$ cat config.mk
export PLATFORM = sky130hd
export DESIGN_NAME = iop_port
export DESIGN_NICKNAME = d
export VERILOG_FILES = /design/src/hw/iop_pkg.sv /design/src/hw/iop_pin_sel.sv /design/src/hw/iop_port.sv
export SDC_FILE = /design/constraint.sdc
export NUM_CORES = 1
export LEC_CHECK = 0
export BUFFER_PORTS_ARGS = -buffer_cell sky130_fd_sc_hd__buf_2
export CORE_UTILIZATION = 44
export DETAILED_ROUTE_END_ITERATION = 8
export PLACE_DENSITY = 0.92
export SLEW_MARGIN = 20
export SYNTH_ARGS = -nofsm -noshare
export SYNTH_HDL_FRONTEND = slang
export SYNTH_SLANG_ARGS = --single-unit
$ cat constraint.sdc
create_clock -name SYS_CLK -period 3.86 [get_ports SYS_CLK]
set_input_delay 0.386 -clock SYS_CLK [delete_from_list [all_inputs] [get_ports SYS_CLK]]
set_output_delay 0.386 -clock SYS_CLK [all_outputs]
set_load 0.01 [all_outputs]
$ cat src/hw/iop_pkg.sv
// Purpose: Shared constants for the eight-bit I/O port with timer sharing
// Assumes: APB with 32-bit data, one aligned word per register
// Notes: Printed offsets are odd, so they are indices; byte address is four times
package iop_pkg;
  localparam int unsigned WIDTH = 8;
  localparam logic [15:0] DIR_INDEX = 16'hfeb1;
  localparam logic [15:0] LEVEL_INDEX = 16'hff51;
  localparam logic [15:0] LATCH_INDEX = 16'hff61;
  localparam logic [17:0] DIR_ADDR = {DIR_INDEX, 2'h0};
  localparam logic [17:0] LEVEL_ADDR = {LEVEL_INDEX, 2'h0};
  localparam logic [17:0] LATCH_ADDR = {LATCH_INDEX, 2'h0};
  localparam logic [7:0] DIR_RESET = 8'h00;
  localparam logic [7:0] LATCH_RESET = 8'h00;
  // Value returned for the write-only direction register, arbitrary
  localparam logic [7:0] DIR_READ_FILL = 8'h00;
  // Timer field encodings
  localparam logic [3:0] MODE_NORMAL = 4'h0;
  localparam logic [1:0] MODE_PHASE_TOP = 2'h1;
  localparam logic [3:0] MODE_PWM1 = 4'h2;
  localparam logic [3:0] MODE_PWM2 = 4'h3;
  localparam logic [1:0] IO_OFF_LOW = 2'h0;
  localparam logic [1:0] B_CLEAR_SEL = 2'h2;
  localparam logic [1:0] A_CLEAR_SEL = 2'h1;
  localparam int unsigned IO_TOP_BIT = 3;
  localparam int unsigned IO_CMP_HI = 2'h2;
  localparam int unsigned PIN_B = 7;
  localparam int unsigned PIN_A = 6;
  typedef enum logic [1:0] {OWN_GPIO, OWN_TPU, OWN_TMR} iop_owner_t;
endpackage : iop_pkg

$ cat src/hw/iop_pin_sel.sv
// Purpose: Owner selection for one timer-shared pin
// Assumes: Timer fields are stable levels from the timer blocks
// Notes: Used once for each of the two shared pins
`timescale 1ns/1ps
`default_nettype none
module iop_pin_sel (
  // Timer unit settings
  input wire logic [3:0] mode,
  input wire logic [3:0] io_ctrl,
  input wire logic [1:0] clear_sel,
  input wire logic [1:0] pwm2_clear,
  input wire logic pwm1_kill,
  input wire logic pwm1_ok,
  // Eight-bit timer output select
  input wire logic [3:0] tmr_sel,
  // Result
  output iop_pkg::iop_owner_t owner,
  output logic capture_en
);
  // Compare output decode: normal or phase mode with low io bits set
  logic is_capmode;
  logic cmp_out;
  logic pwm1_out;
  logic pwm2_out;
  logic tpu_out;
  assign is_capmode = (mode == iop_pkg::MODE_NORMAL) || (mode[3:2] == iop_pkg::MODE_PHASE_TOP);
  assign cmp_out = is_capmode && !io_ctrl[iop_pkg::IO_TOP_BIT] && (io_ctrl[1:0] != iop_pkg::IO_OFF_LOW);
  assign pwm1_out = pwm1_ok && (mode == iop_pkg::MODE_PWM1) && (io_ctrl[1:0] != iop_pkg::IO_OFF_LOW); // RL14
  // PWM2 only when clear source is not this channel's own compare
  assign pwm2_out = (mode == iop_pkg::MODE_PWM2) && (io_ctrl[1:0] != iop_pkg::IO_OFF_LOW)
    && (clear_sel != pwm2_clear); // RL11
  assign tpu_out = (cmp_out || pwm1_out || pwm2_out) && !pwm1_kill; // RL14
  assign capture_en = is_capmode && io_ctrl[iop_pkg::IO_TOP_BIT]; // RL12
  // Eight-bit timer first, then timer unit, else plain port
  assign owner = (tmr_sel != 4'h0) ? iop_pkg::OWN_TMR :
    (tpu_out ? iop_pkg::OWN_TPU : iop_pkg::OWN_GPIO); // RL13
endmodule : iop_pin_sel
`default_nettype wire

$ cat src/hw/iop_port.sv
// Purpose: Eight-bit I/O port with APB registers and timer pin sharing
// Assumes: One 20 MHz clock, pins synchronous to it
// Notes: Standby inputs model hardware and software standby
// Notes on behaviour
// [RL1] Eight two-way pins; sharing ignores the chip operating mode.
// [RL2] Direction bit 1 makes the pin output, 0 input.
// [RL3] Direction register is write-only; reads return a fill value.
// [RL4] Direction clears on reset and hardware standby, kept in software standby.
// [RL5] Output latch is read/write and drives output pins.
// [RL6] Latch clears on reset and hardware standby, kept in software standby.
// [RL7] Pin-state register is read-only; writes to it are ignored.
// [RL8] Pin-state read gives latch for outputs, pin level for inputs.
// [RL9] Pin-state follows pins after reset, holds during software standby.
// [RL10] Pin 7 owner from channel-5 fields, timer-1 select and direction.
// [RL11] PWM2 drives pin 7 with mode 0011, io not xx00, clear not 10.
// [RL12] Pin 7 feeds capture in mode 0000 or 01xx with top io bit set.
// [RL13] Eight-bit timer output wins, then timer unit, then port.
// [RL14] Pin 6 mirrors with A-side and timer 0; PWM1 disables pin 7 output.
`timescale 1ns/1ps
`default_nettype none
module iop_port (
  // Clock and reset
  input wire logic SYS_CLK,
  input wire logic RST,
  // Standby modes
  input wire logic HW_STANDBY,
  input wire logic SW_STANDBY,
  // APB slave
  input wire logic PSEL,
  input wire logic PENABLE,
  input wire logic PWRITE,
  input wire logic [31:0] PADDR,
  input wire logic [31:0] PWDATA,
  output logic [31:0] PRDATA,
  output logic PREADY,
  output logic PSLVERR,
  // Port pins
  input wire logic [7:0] PIN_IN,
  output logic [7:0] PIN_OUT,
  output logic [7:0] PIN_OE,
  // Channel 5 timer settings
  input wire logic [3:0] CH5_MODE,
  input wire logic [3:0] CH5_A_IO,
  input wire logic [3:0] CH5_B_IO,
  input wire logic [1:0] CH5_CLEAR_SEL,
  input wire logic CH5_A_OUT,
  input wire logic CH5_B_OUT,
  output logic CH5_A_CAPTURE_IN,
  output logic CH5_B_CAPTURE_IN,
  // Eight-bit timers
  input wire logic [3:0] TMR0_OUT_SEL,
  input wire logic [3:0] TMR1_OUT_SEL,
  input wire logic TMR0_OUT,
  input wire logic TMR1_OUT
);
  logic [7:0] dir_reg;
  logic [7:0] dir_next;
  logic [7:0] latch_reg;
  logic [7:0] latch_next;
  logic [7:0] level_reg;
  logic [7:0] level_next;
  logic [31:0] rdata_next;
  logic [17:0] addr;
  logic sel_dir;
  logic sel_level;
  logic sel_latch;
  logic wr_en;
  logic rd_en;
  logic rd_setup;
  logic [7:0] port_view;
  iop_pkg::iop_owner_t owner_b;
  iop_pkg::iop_owner_t owner_a;
  logic cap_b_en;
  logic cap_a_en;

  // Address decode; printed offsets are word indices
  assign addr = PADDR[17:0];
  assign sel_dir = (addr == iop_pkg::DIR_ADDR) && (PADDR[31:18] == 14'h0000);
  assign sel_level = (addr == iop_pkg::LEVEL_ADDR) && (PADDR[31:18] == 14'h0000);
  assign sel_latch = (addr == iop_pkg::LATCH_ADDR) && (PADDR[31:18] == 14'h0000);
  assign wr_en = PSEL && PENABLE && PWRITE;
  assign rd_en = PSEL && PENABLE && !PWRITE;
  // Read data is fetched in the setup cycle so it already stands at the access edge
  assign rd_setup = PSEL && !PENABLE && !PWRITE;
  // Zero wait states; unmapped addresses answer with an error
  assign PREADY = 1'b1;
  assign PSLVERR = PSEL && PENABLE && !(sel_dir || sel_level || sel_latch);

  // Register writes; hardware standby acts as reset, software standby freezes
  assign dir_next = HW_STANDBY ? iop_pkg::DIR_RESET :
    ((wr_en && sel_dir && !SW_STANDBY) ? PWDATA[7:0] : dir_reg); // RL4
  assign latch_next = HW_STANDBY ? iop_pkg::LATCH_RESET :
    ((wr_en && sel_latch && !SW_STANDBY) ? PWDATA[7:0] : latch_reg); // RL5 RL6 RL7

  // Output bits show latch, input bits show pin
  assign port_view = (dir_reg & latch_reg) | (~dir_reg & PIN_IN); // RL2 RL8
  assign level_next = SW_STANDBY ? level_reg : port_view; // RL9

  // Read mux; direction register never reveals its contents
  // Pin-state reads give the frozen copy while software standby holds it
  assign rdata_next = (rd_setup && sel_dir) ? {24'h000000, iop_pkg::DIR_READ_FILL} : // RL3
    (rd_setup && sel_level) ? {24'h000000, (SW_STANDBY ? level_reg : port_view)} : // RL8 RL9
    (rd_setup && sel_latch) ? {24'h000000, latch_reg} : PRDATA; // RL5

  // Registers; PRDATA loads at the setup edge and stands through the access edge
  always_ff @(posedge SYS_CLK)
  begin
    if (RST)
    begin
      dir_reg <= iop_pkg::DIR_RESET; // RL4
      latch_reg <= iop_pkg::LATCH_RESET; // RL6
      level_reg <= 8'h00;
      PRDATA <= 32'h00000000;
    end
    else
    begin
      dir_reg <= dir_next;
      latch_reg <= latch_next;
      level_reg <= level_next;
      PRDATA <= rdata_next;
    end
  end

  // Pin 7 owner; no operating-mode input exists by design
  iop_pin_sel u_sel_b (
    .mode(CH5_MODE),
    .io_ctrl(CH5_B_IO),
    .clear_sel(CH5_CLEAR_SEL),
    .pwm2_clear(iop_pkg::B_CLEAR_SEL),
    .pwm1_kill(CH5_MODE == iop_pkg::MODE_PWM1),
    .pwm1_ok(1'b0),
    .tmr_sel(TMR1_OUT_SEL),
    .owner(owner_b),
    .capture_en(cap_b_en)
  ); // RL1 RL10 RL11 RL14

  // Pin 6 owner, A side with timer 0
  iop_pin_sel u_sel_a (
    .mode(CH5_MODE),
    .io_ctrl(CH5_A_IO),
    .clear_sel(CH5_CLEAR_SEL),
    .pwm2_clear(iop_pkg::A_CLEAR_SEL),
    .pwm1_kill(1'b0),
    .pwm1_ok(1'b1),
    .tmr_sel(TMR0_OUT_SEL),
    .owner(owner_a),
    .capture_en(cap_a_en)
  ); // RL14

  // Pin drive; low pins stay plain port bits
  assign PIN_OUT[5:0] = latch_reg[5:0]; // RL5
  assign PIN_OE[5:0] = dir_reg[5:0]; // RL2
  assign PIN_OUT[iop_pkg::PIN_B] = (owner_b == iop_pkg::OWN_TMR) ? TMR1_OUT :
    ((owner_b == iop_pkg::OWN_TPU) ? CH5_B_OUT : latch_reg[iop_pkg::PIN_B]); // RL13
  assign PIN_OE[iop_pkg::PIN_B] = (owner_b != iop_pkg::OWN_GPIO) || dir_reg[iop_pkg::PIN_B]; // RL10
  assign PIN_OUT[iop_pkg::PIN_A] = (owner_a == iop_pkg::OWN_TMR) ? TMR0_OUT :
    ((owner_a == iop_pkg::OWN_TPU) ? CH5_A_OUT : latch_reg[iop_pkg::PIN_A]); // RL14
  assign PIN_OE[iop_pkg::PIN_A] = (owner_a != iop_pkg::OWN_GPIO) || dir_reg[iop_pkg::PIN_A];
  // Capture inputs see the pin level
  assign CH5_B_CAPTURE_IN = cap_b_en & PIN_IN[iop_pkg::PIN_B]; // RL12
  assign CH5_A_CAPTURE_IN = cap_a_en & PIN_IN[iop_pkg::PIN_A];

  // Checks
  dir_write_a: assert property (@(posedge SYS_CLK) disable iff (RST)
    wr_en && sel_dir && !SW_STANDBY && !HW_STANDBY |=> dir_reg == $past(PWDATA[7:0])) // RL2
    else $error("direction write lost");
  dir_hide_a: assert property (@(posedge SYS_CLK) disable iff (RST)
    rd_en && sel_dir |-> PRDATA == {24'h000000, iop_pkg::DIR_READ_FILL}) // RL3
    else $error("direction read leaked");
  dir_standby_a: assert property (@(posedge SYS_CLK) disable iff (RST)
    HW_STANDBY |=> dir_reg == iop_pkg::DIR_RESET) // RL4
    else $error("direction not cleared");
  latch_keep_a: assert property (@(posedge SYS_CLK) disable iff (RST)
    SW_STANDBY && !HW_STANDBY |=> $stable(latch_reg) && $stable(dir_reg)) // RL6
    else $error("latch changed in standby");
  latch_read_a: assert property (@(posedge SYS_CLK) disable iff (RST)
    rd_en && sel_latch |-> PRDATA[7:0] == $past(latch_reg)) // RL5
    else $error("latch read wrong");
  level_nowrite_a: assert property (@(posedge SYS_CLK) disable iff (RST)
    wr_en && sel_level |=> $stable(latch_reg) && $stable(dir_reg)) // RL7
    else $error("pin-state write had effect");
  level_read_a: assert property (@(posedge SYS_CLK) disable iff (RST)
    rd_en && sel_level && !$past(SW_STANDBY)
    |-> PRDATA[7:0] == (($past(dir_reg) & $past(latch_reg)) | (~$past(dir_reg) & $past(PIN_IN)))) // RL8
    else $error("pin-state read wrong");
  level_hold_a: assert property (@(posedge SYS_CLK) disable iff (RST)
    SW_STANDBY |=> level_reg == $past(level_reg)) // RL9
    else $error("pin-state moved in standby");
  tmr_prio_a: assert property (@(posedge SYS_CLK) disable iff (RST)
    (TMR1_OUT_SEL != 4'h0) |-> PIN_OE[iop_pkg::PIN_B] && PIN_OUT[iop_pkg::PIN_B] == TMR1_OUT) // RL13
    else $error("timer 1 not on pin 7");
  pwm1_off_a: assert property (@(posedge SYS_CLK) disable iff (RST)
    (CH5_MODE == iop_pkg::MODE_PWM1) && TMR1_OUT_SEL == 4'h0 |-> PIN_OE[iop_pkg::PIN_B] == dir_reg[iop_pkg::PIN_B]) // RL14
    else $error("pin 7 driven in pwm1");
  pwm2_b_a: assert property (@(posedge SYS_CLK) disable iff (RST)
    TMR1_OUT_SEL == 4'h0 && CH5_MODE == iop_pkg::MODE_PWM2 && CH5_B_IO[1:0] != 2'h0 && CH5_CLEAR_SEL != 2'h2
    |-> PIN_OE[iop_pkg::PIN_B] && PIN_OUT[iop_pkg::PIN_B] == CH5_B_OUT) // RL11
    else $error("pwm2 not on pin 7");
  cap_b_a: assert property (@(posedge SYS_CLK) disable iff (RST)
    CH5_MODE == 4'h0 && CH5_B_IO[3] |-> CH5_B_CAPTURE_IN == PIN_IN[iop_pkg::PIN_B]) // RL12
    else $error("capture path wrong");
endmodule : iop_port
`default_nettype wire

---- Word level (Yosys, flattened, before mapping) ----
Index checks and enable logic that the tools add are counted.
word-level totals
  input bits .............................. 105
  output and inout port bits .............. 52
  word-level logic and storage cells ...... 86
  register bits after elaboration ......... 32
operators by class
  reduce and logical (&&, ||, !) cells .... 53
  bitwise operators ....................... 6
  muxes and demuxes ....................... 11
  equality and inequality tests ........... 12
operators with widths
  cell                  number
  $eq 18x18->1 const B  3
  $logic_and 1x1->1     27
  $mux 8                3
  $and 8x8->8           2
  $logic_not 14->1      1
  $reduce_bool 2->1     5
  $eq 4x2->1 const B    2
  $logic_or 1x1->1      8
  $not 8->8             1
  $or 8x8->8            1
  $reduce_bool 4->1     2
  $logic_not 1->1       7
  $eq 2x1->1 const B    3
  $mux 1                6
  $eq 2x2->1 const B    2
  $logic_not 4->1       1
  $mux 2                2
  $reduce_or 2->1       2
  $and 1x1->1           2
  $ne 2x1->1 const B    1
  $ne 2x2->1 const B    1

---- Depth between registers and ports, before layout ----
Gate-level depths: netlist of run 1.
  depth in word-level cells ............... 11
  mapped depth ............................ 6
  gate-level depth less buffers ........... 5

---- Hierarchy ----
A second synthesis of run 1 with hierarchy kept.
second synthesis, totals
  cell total of the unflattened synthesis .. 256
  area, all modules ....................... 2160.8 sq um
by module, submodules not included
  module       seq. area each (sq um)  area each (sq um)  times used  cells an instance
  iop_port     640.6                   1983.2             1           230
  iop_pin_sel  0.0                     88.8               2           13

---- Least setup slack after synthesis of run 1 ----
No wires, ideal clock.
  kind .................................... input to register
  start point ............................. input PADDR[19]
  end point ............................... register PRDATA[7]
  required time ........................... 3800 ps
  path slack .............................. 1887 ps
  library setup time ...................... 60 ps
  path buffers ............................ 1
  stages .................................. 6
  data arrival time ....................... 1914 ps
  path through ............................ nor4b_2 nand2_1 or4_1 buf_2 o311ai_1 o211a_1
on the way
  cells in the longest elaborated chain, start to end .. 4
  elaborated cells between the ends (all ways) .. 10
  those cells by class .................... mux: 1; reduce/logical: 9
RTL lines
  element                               line                                               source
  start, declared                       iop_port.sv:32                                     input wire logic [31:0] PADDR,
  $logic_not 14->1 (*)                  iop_port.sv:78, iop_port.sv:79, iop_port.sv:80
  $logic_and 1x1->1 (on tied branches)  iop_port.sv:79, iop_port.sv:78, iop_port.sv:80
  $logic_and 1x1->1 (on tied branches)  iop_port.sv:102, iop_port.sv:101, iop_port.sv:103
  $mux 8, or another cell as far along  iop_port.sv:102                                    (rd_setup && sel_level) ? {24'h000000, (SW_STANDBY ? level_reg : port_view)} :
  end signal, assigned                  iop_port.sv:120                                    PRDATA <= rdata_next;
  end, declared                         iop_port.sv:34                                     output logic [31:0] PRDATA,
Every way passes the cells marked *; elsewhere a longest branch is shown, timed or not.
A chain may end at the register's enable or synchronous reset.

---- Final worst setup path of run 1 ----
  start point ............................. input PENABLE
  end point ............................... register PRDATA[4]
on the way
  cells in the longest elaborated chain, start to end .. 5
  elaborated cells between the ends (all ways) .. 9
  those cells by class .................... mux: 1; reduce/logical: 8
RTL lines
  element                               line                                               source
  start, declared                       iop_port.sv:30                                     input wire logic PENABLE,
  $logic_not 1->1 (*)                   iop_port.sv:84                                     assign rd_setup = PSEL && !PENABLE && !PWRITE;
  $logic_and 1x1->1 (*) (2 in a row)    iop_port.sv:84
  $logic_and 1x1->1 (on tied branches)  iop_port.sv:102, iop_port.sv:101, iop_port.sv:103
  $mux 8, or another cell as far along  iop_port.sv:102
Marks and branches as above.

==> results.ini, run 1 <==
[worst_setup_path]
cp-endpoint=PRDATA[4]$_SDFFE_PP0P_
rr_endpoint=PRDATA[4]$_SDFFE_PP0P_
critPathLaunch=PENABLE
r2r_slack_ps=2610
r2r_cells=4
cp_max_fo=11
worstPathArrival_ps=2650
crit_type=in2reg
reg2reg_from=dir_reg[4]$_SDFFE_PP0P_
cp-end-kind=flop
cp.required_ps=4090
crit_path_start_kind=primary input

[cts]
cts_resized=0
htree_levels=2
cts_made_buffers=5
holdBufCountCts=0
clkTransAtPathRegs_ps=70
cts.sink_count=32
insertion_delay_ps=290
root_buffer=clkbuf_8
cts_tree=done
clockBufferDepth=2
cts_setup_buffers=0

[synth]
synth_cell_type_count=44
synth_async_sr_flop_share_pct=0
synth.yosys.seq_area_share_pct=30.4
netlist_area_sq_um=2110
synth_ff_type=dfxtp_1
synth_top_cell_by_area=dfxtp_1
synth.cells.most_frequent=37 x buf_4, 32 x dfxtp_1, 22 x nor2_1, 18 x mux2i_1, 17 x nor2b_1
yosys.cell_count.top_type=buf_4
synth-seq-cells=32
syn_inst=229
yosys-top-cells-area=dfxtp_1 30%, buf_4 13%, mux2i_1 8.6%, nor2b_1 5.1%, nor4_4 4.0%
yosys_warnings=0
syn_area_per_cell_sq_um=9.20
yosys.area.top_type_share_pct=30.4
synth_enable_flop_cells=0

[global_routing]
met1_usage_pct=27.0
grt_pass1_vias=1979
grt_max_degree=18
grt_util_met2_pct=36.8
antenna_found_initial=0
grt_pass1_wl_um=8990
overflow=0
busiest_layer=met2
use_met3_pct=5.13
track_usage_pct=22.4

[floorplan]
start_util_pct=47.1
die_h_um=71.2
row_count=24
dieArea_sq_um=5070
core_area_sq_um=4470
die_w_um=71.2
io_pins=157

[sta]
finalMaxSlewViolations=0
max_freq_mhz=414
worst_slew_pin_slew_ps=778
rsz0062_at_grt=false
fin_setup_tns_ps=0
fin_skew_ps=4.14
finalSetupViolations=0
finalHoldViolCount=0
slew_headroom_pct=47.8
fin_crit_ps=2410
finalCritPeriodShare_pct=62.5

[place]
place.gp.congestion=0.730
dp_hpwl_um=4270
placedCellCount=364
port_buffers=105
placed_area_sq_um=2470

[route]
wire_per_inst_um=14.4
drc_errors=8
drt_iter0_drc=143
ant_nets=0
wl_um=5370
dr.pass1.iters=9
routed_via_density=5.47
num_vias=2035

[final_layout]
instances_no_fill=372
final_util_pct=58.1
n_antenna_cell=0
drive_gt1_share_pct=40.3
finalNetCount=424
area_growth_pct=23.5
stdcell_area_sq_um=2600

[run_status]
violations=design-rule violations
status=finished, violations left

[power]
ir_worst_vdd_mv=0.285
leakage_uw=0.00124
powerDensity_nw_per_um2=310

[min_path]
hold_class=in2reg

[job]
drv_cap=0

[critical path, cell delays in order]
cell and delay (ps):
buf_2 120, nor3b_1 290, nand4bb_1 500, or4_1 740
o311ai_1 400, o211a_1 210
[cell families (layout without fill, tap and decap cells)]
logic type             Yosys count  count (layout)  share of synthesized area, %
XOR/XNOR                         1               1                         0.416
buffers and inverters           48             116                          15.2
AO/OA/AOI/OAI                   43              43                          16.9
multiplexers                    18              18                          8.56
flip-flops                      32              32                          30.4
AND/OR/NAND/NOR                 85              85                          28.2
other                            2              25                         0.357
[power breakdown]
group          leakage (uW)  switching [uW]  internal [uW]
Combinational      0.000911            62.6           51.2
Clock             0.0000645             127            228
Sequential         0.000260            1.66            336
[per-stage QoR]
stage	hold slack (ps)	power (uW)	setup slack, ps
finish	352	806	1450
global route	367	836	1320
global placement	478	452	1290
CTS	351	805	1450
detailed placement	489	457	1180
floorplan	475	417	1890
[cell type report]
class	instances	area, sq um
flip-flops and latches	32	641
well taps	52	65.1
repair buffers	105	526
clock inverters	1	30.0
inverters	3	11.3
multi-input cells	172	1230
fillers	377	1870
clock buffers	7	96.3
[placed cells by master (no fill, tap or decap), drive strengths merged, types with 2 or more instances in the layout]
| cell type | n |
|---|---|
| a211oi | 8 |
| a21oi | 3 |
| and3 | 2 |
| buf | 105 |
| clkbuf | 7 |
| conb | 25 |
| dfxtp | 32 |
| inv | 3 |
| mux2i | 18 |
| nand2 | 4 |
| nand4 | 3 |
| nor2 | 22 |
| nor2b | 17 |
| nor3 | 10 |
| nor4 | 10 |
| nor4b | 3 |
| o211a | 8 |
| o21ai | 2 |
| o311ai | 8 |
| o41ai | 8 |
| or3b | 4 |
[worst min path at each step]
stage                                  startpoint                 endpoint  slack [ps]  cells past startpoint
final                                   PWDATA[4]  dir_reg[4]$_SDFFE_PP0P_         350                      3
after global routing                    PWDATA[6]  dir_reg[6]$_SDFFE_PP0P_         370                      3
after CTS                               PWDATA[4]  dir_reg[4]$_SDFFE_PP0P_         350                      3
after detailed placement   PRDATA[7]$_SDFFE_PP0P_   PRDATA[7]$_SDFFE_PP0P_         490                      1
after global placement     PRDATA[5]$_SDFFE_PP0P_   PRDATA[5]$_SDFFE_PP0P_         480                      1
after floorplan           level_reg[7]$_SDFF_PP0_  level_reg[7]$_SDFF_PP0_         470                      2
[routing by layer]
| layer | up-vias | share of wire (%) |
|---|---|---|
| li1 | 984 | - |
| met1 | 929 | 40 |
| met2 | 105 | 50 |
| met3 | 17 | 6.9 |
| met4 | 0 | 2.6 |
| met5 | - | 0 |
Note: power is estimated with default switching activity, not from simulation.
==> run 2, diff against run 1 <==
--- a/config.mk
+++ b/config.mk
@@ -6,9 +6,9 @@
 export NUM_CORES = 1
 export LEC_CHECK = 0
 export BUFFER_PORTS_ARGS = -buffer_cell sky130_fd_sc_hd__buf_2
-export CORE_UTILIZATION = 44
+export CORE_UTILIZATION = 41
 export DETAILED_ROUTE_END_ITERATION = 8
-export PLACE_DENSITY = 0.92
+export PLACE_DENSITY = 0.87
 export SLEW_MARGIN = 20
 export SYNTH_ARGS = -nofsm -noshare
 export SYNTH_HDL_FRONTEND = slang
==> constraint.sdc (replaced) <==
create_clock -name SYS_CLK -period 2.4 [get_ports SYS_CLK]
set_input_delay 0.24 -clock SYS_CLK [delete_from_list [all_inputs] [get_ports SYS_CLK]]
set_output_delay 0.24 -clock SYS_CLK [all_outputs]
set_load 0.01 [all_outputs]
==> results.ini, run 2 (synthesized netlist as in run 1, its figures left out) <==
[final_layout]
area_growth_pct=25.1
n_antenna_cell=0  ; unchanged
fillers=463  ; +23%
layout_commonest_cell=buf_2
final_cell_mix=105 x buf_2, 32 x dfxtp_1, 25 x conb_1, 22 x nor2_1, 18 x mux2i_1
finalNetCount=431  ; +1.7%
drive_gt1_share_pct=41.0  ; +0.67 points
stdcell_area_sq_um=2640  ; +1.3%

[worst_setup_path]
path_cells=buf_2, or3b_2, o32a_1, nor2_1, mux2i_1, a21oi_1, buf_2
crit_type=in2out
cp-end-kind=output port
rr_endpoint=PRDATA[5]$_SDFFE_PP0P_
worst_path_largest_cell_delay_ps=480  ; -260 ps
r2r_cells=4  ; unchanged
cp_max_fo=4  ; -7
worstPathArrival_ps=1690  ; -960 ps
cp_slowest_cell=or3b_2
crit_buf_inv=2  ; +1
cpMostUsedCell=buf_2
crit_path_start_kind=primary input
cp.required_ps=2160  ; -1930 ps
path_delay_family=simple AND/OR/NAND/NOR gates
reg2reg_from=dir_reg[5]$_SDFFE_PP0P_
r2r_slack_ps=1250  ; -1360 ps

[cts]
root_buffer=clkbuf_8
cts_setup_buffers=0  ; unchanged
holdBufCountCts=0  ; unchanged
insertion_delay_ps=290  ; about the same
clkTransAtPathRegs_ps=60  ; about the same
cts_tree=done
cts_resized=0  ; unchanged
cts_made_buffers=5  ; unchanged
htree_levels=2  ; unchanged
cts.sink_count=32  ; unchanged
clockBufferDepth=2  ; unchanged

[route]
num_vias=2049  ; +0.69%
wl_um=5300  ; -1.3%
drt_iter0_drc=72  ; -50%
routed_via_density=5.20  ; -4.9%
ant_nets=0  ; unchanged
drc_errors=0  ; -8
wire_per_inst_um=13.4  ; -6.8%
dr.pass1.iters=6  ; -3

[place]
place.gp.congestion=0.772  ; +5.8%
dp_hpwl_um=4130  ; -3.2%
port_buffers=105  ; unchanged
placed_area_sq_um=2540  ; +2.9%
dpl_worst_slack_ps=365  ; -817 ps

[sta]
rsz0062_at_grt=false
max_freq_mhz=519
fin_skew_ps=4.64  ; +0.503 ps
finalHoldViolCount=0  ; unchanged
slew_headroom_pct=47.9  ; +0.12 points
finalCritPeriodShare_pct=80.3
finalSetupViolations=0  ; unchanged
setup_ws_ps=474  ; -973 ps
worst_slew_pin_slew_ps=771  ; -6.16 ps
fin_crit_ps=1930
fin_setup_tns_ps=0  ; unchanged
finalMaxSlewViolations=0  ; unchanged

[global_routing]
grt_max_degree=18  ; unchanged
grt_pass1_wl_um=8340  ; -7.3%
antenna_found_initial=0  ; unchanged
grt_pass1_vias=1880  ; -5.0%
overflow=0  ; unchanged
track_usage_pct=20.1  ; -2.3 points

[run_status]
status=finished, final reports clean

[job]
drv_cap=0  ; unchanged

[floorplan]
die_h_um=73.7  ; +3.5%
row_count=25  ; +4.2%
dieArea_sq_um=5430  ; +7.1%
io_pins=157  ; unchanged
die_w_um=73.7  ; +3.5%
start_util_pct=43.7  ; -3.3 points
core_area_sq_um=4820  ; +7.7%

[min_path]
hold_depth=3  ; unchanged
min_to=dir_reg[0]$_SDFFE_PP0P_
hold_class=in2reg
hold_start=PWDATA[0]

[power]
leakage_uw=0.00125  ; +1.2%
powerDensity_nw_per_um2=434  ; +40%
ir_worst_vdd_mv=0.345  ; +21%

## run 2: changes by cell type in the layout (fill, tap and decap cells not counted)
cell / delta
bufinv_16: -1
clkbuf_8: -1
buf_4: +7
clkbuf_1: +2
## run 2: worst reg2reg max path, stage by stage (launching register included)
cell and delay (ps):
dfxtp_1 370, nor2b_1 60, a211oi_1 280, o311ai_1 170, o211a_1 160
## run 2: cell type report
| type | count | area [sq um] | share of cell area [%] |
|---|---|---|---|
| clock buffers | 8 | 90.1 | 3.42 |
| inverters | 3 | 11.3 | 0.427 |
| multi-input cells | 172 | 1230 | 46.7 |
| flip-flops and latches | 32 | 641 | 24.3 |
| well taps | 67 | 83.8 | 3.18 |
| repair buffers | 112 | 578 | 21.9 |
## run 2: power breakdown
part	leakage [uW]	switching, uW	internal, uW	total [uW]
logic	0.000945	98.3	83.6	182
clock network	0.0000455	186	233	420
registers	0.000260	2.48	540	543
total	0.00125	287	857	1140
## run 2: layer usage
layer | wire, um | GRT usage (%) | share of wire (%)
met5 | 0 | 0 | 0
met4 | 58 | 5.98 | 1.1
met3 | 287 | 4.66 | 5.4
met2 | 2620 | 35.7 | 50
met1 | 2330 | 23.9 | 44
## run 2: worst max path at each step
stage / start / depth (start not counted) / slack, ps / end
after floorplan: PADDR[19] / 6 / 570 / PRDATA[7]$_SDFFE_PP0P_
after global placement: PADDR[19] / 6 / 340 / PRDATA[7]$_SDFFE_PP0P_
after detailed placement: PADDR[19] / 6 / 370 / PRDATA[1]$_SDFFE_PP0P_
after CTS: CH5_MODE[3] / 7 / 470 / PIN_OUT[7]
after global routing: CH5_MODE[3] / 7 / 390 / PIN_OUT[7]
final: CH5_MODE[3] / 7 / 470 / PIN_OUT[7]
## run 2: through the flow
step / hold WS, ps / power (uW) / cells / util [%]
final: 203 / 1140 / 394 / 54.7
after global routing: 214 / 1200 / 394 / 54.7
after CTS: 197 / 1160 / 394 / 54.7
after detailed placement: 490 / 735 / 386 / 52.8
after global placement: 477 / 729 / 386 / 52.8
after floorplan: 387 / 671 / 252 / -
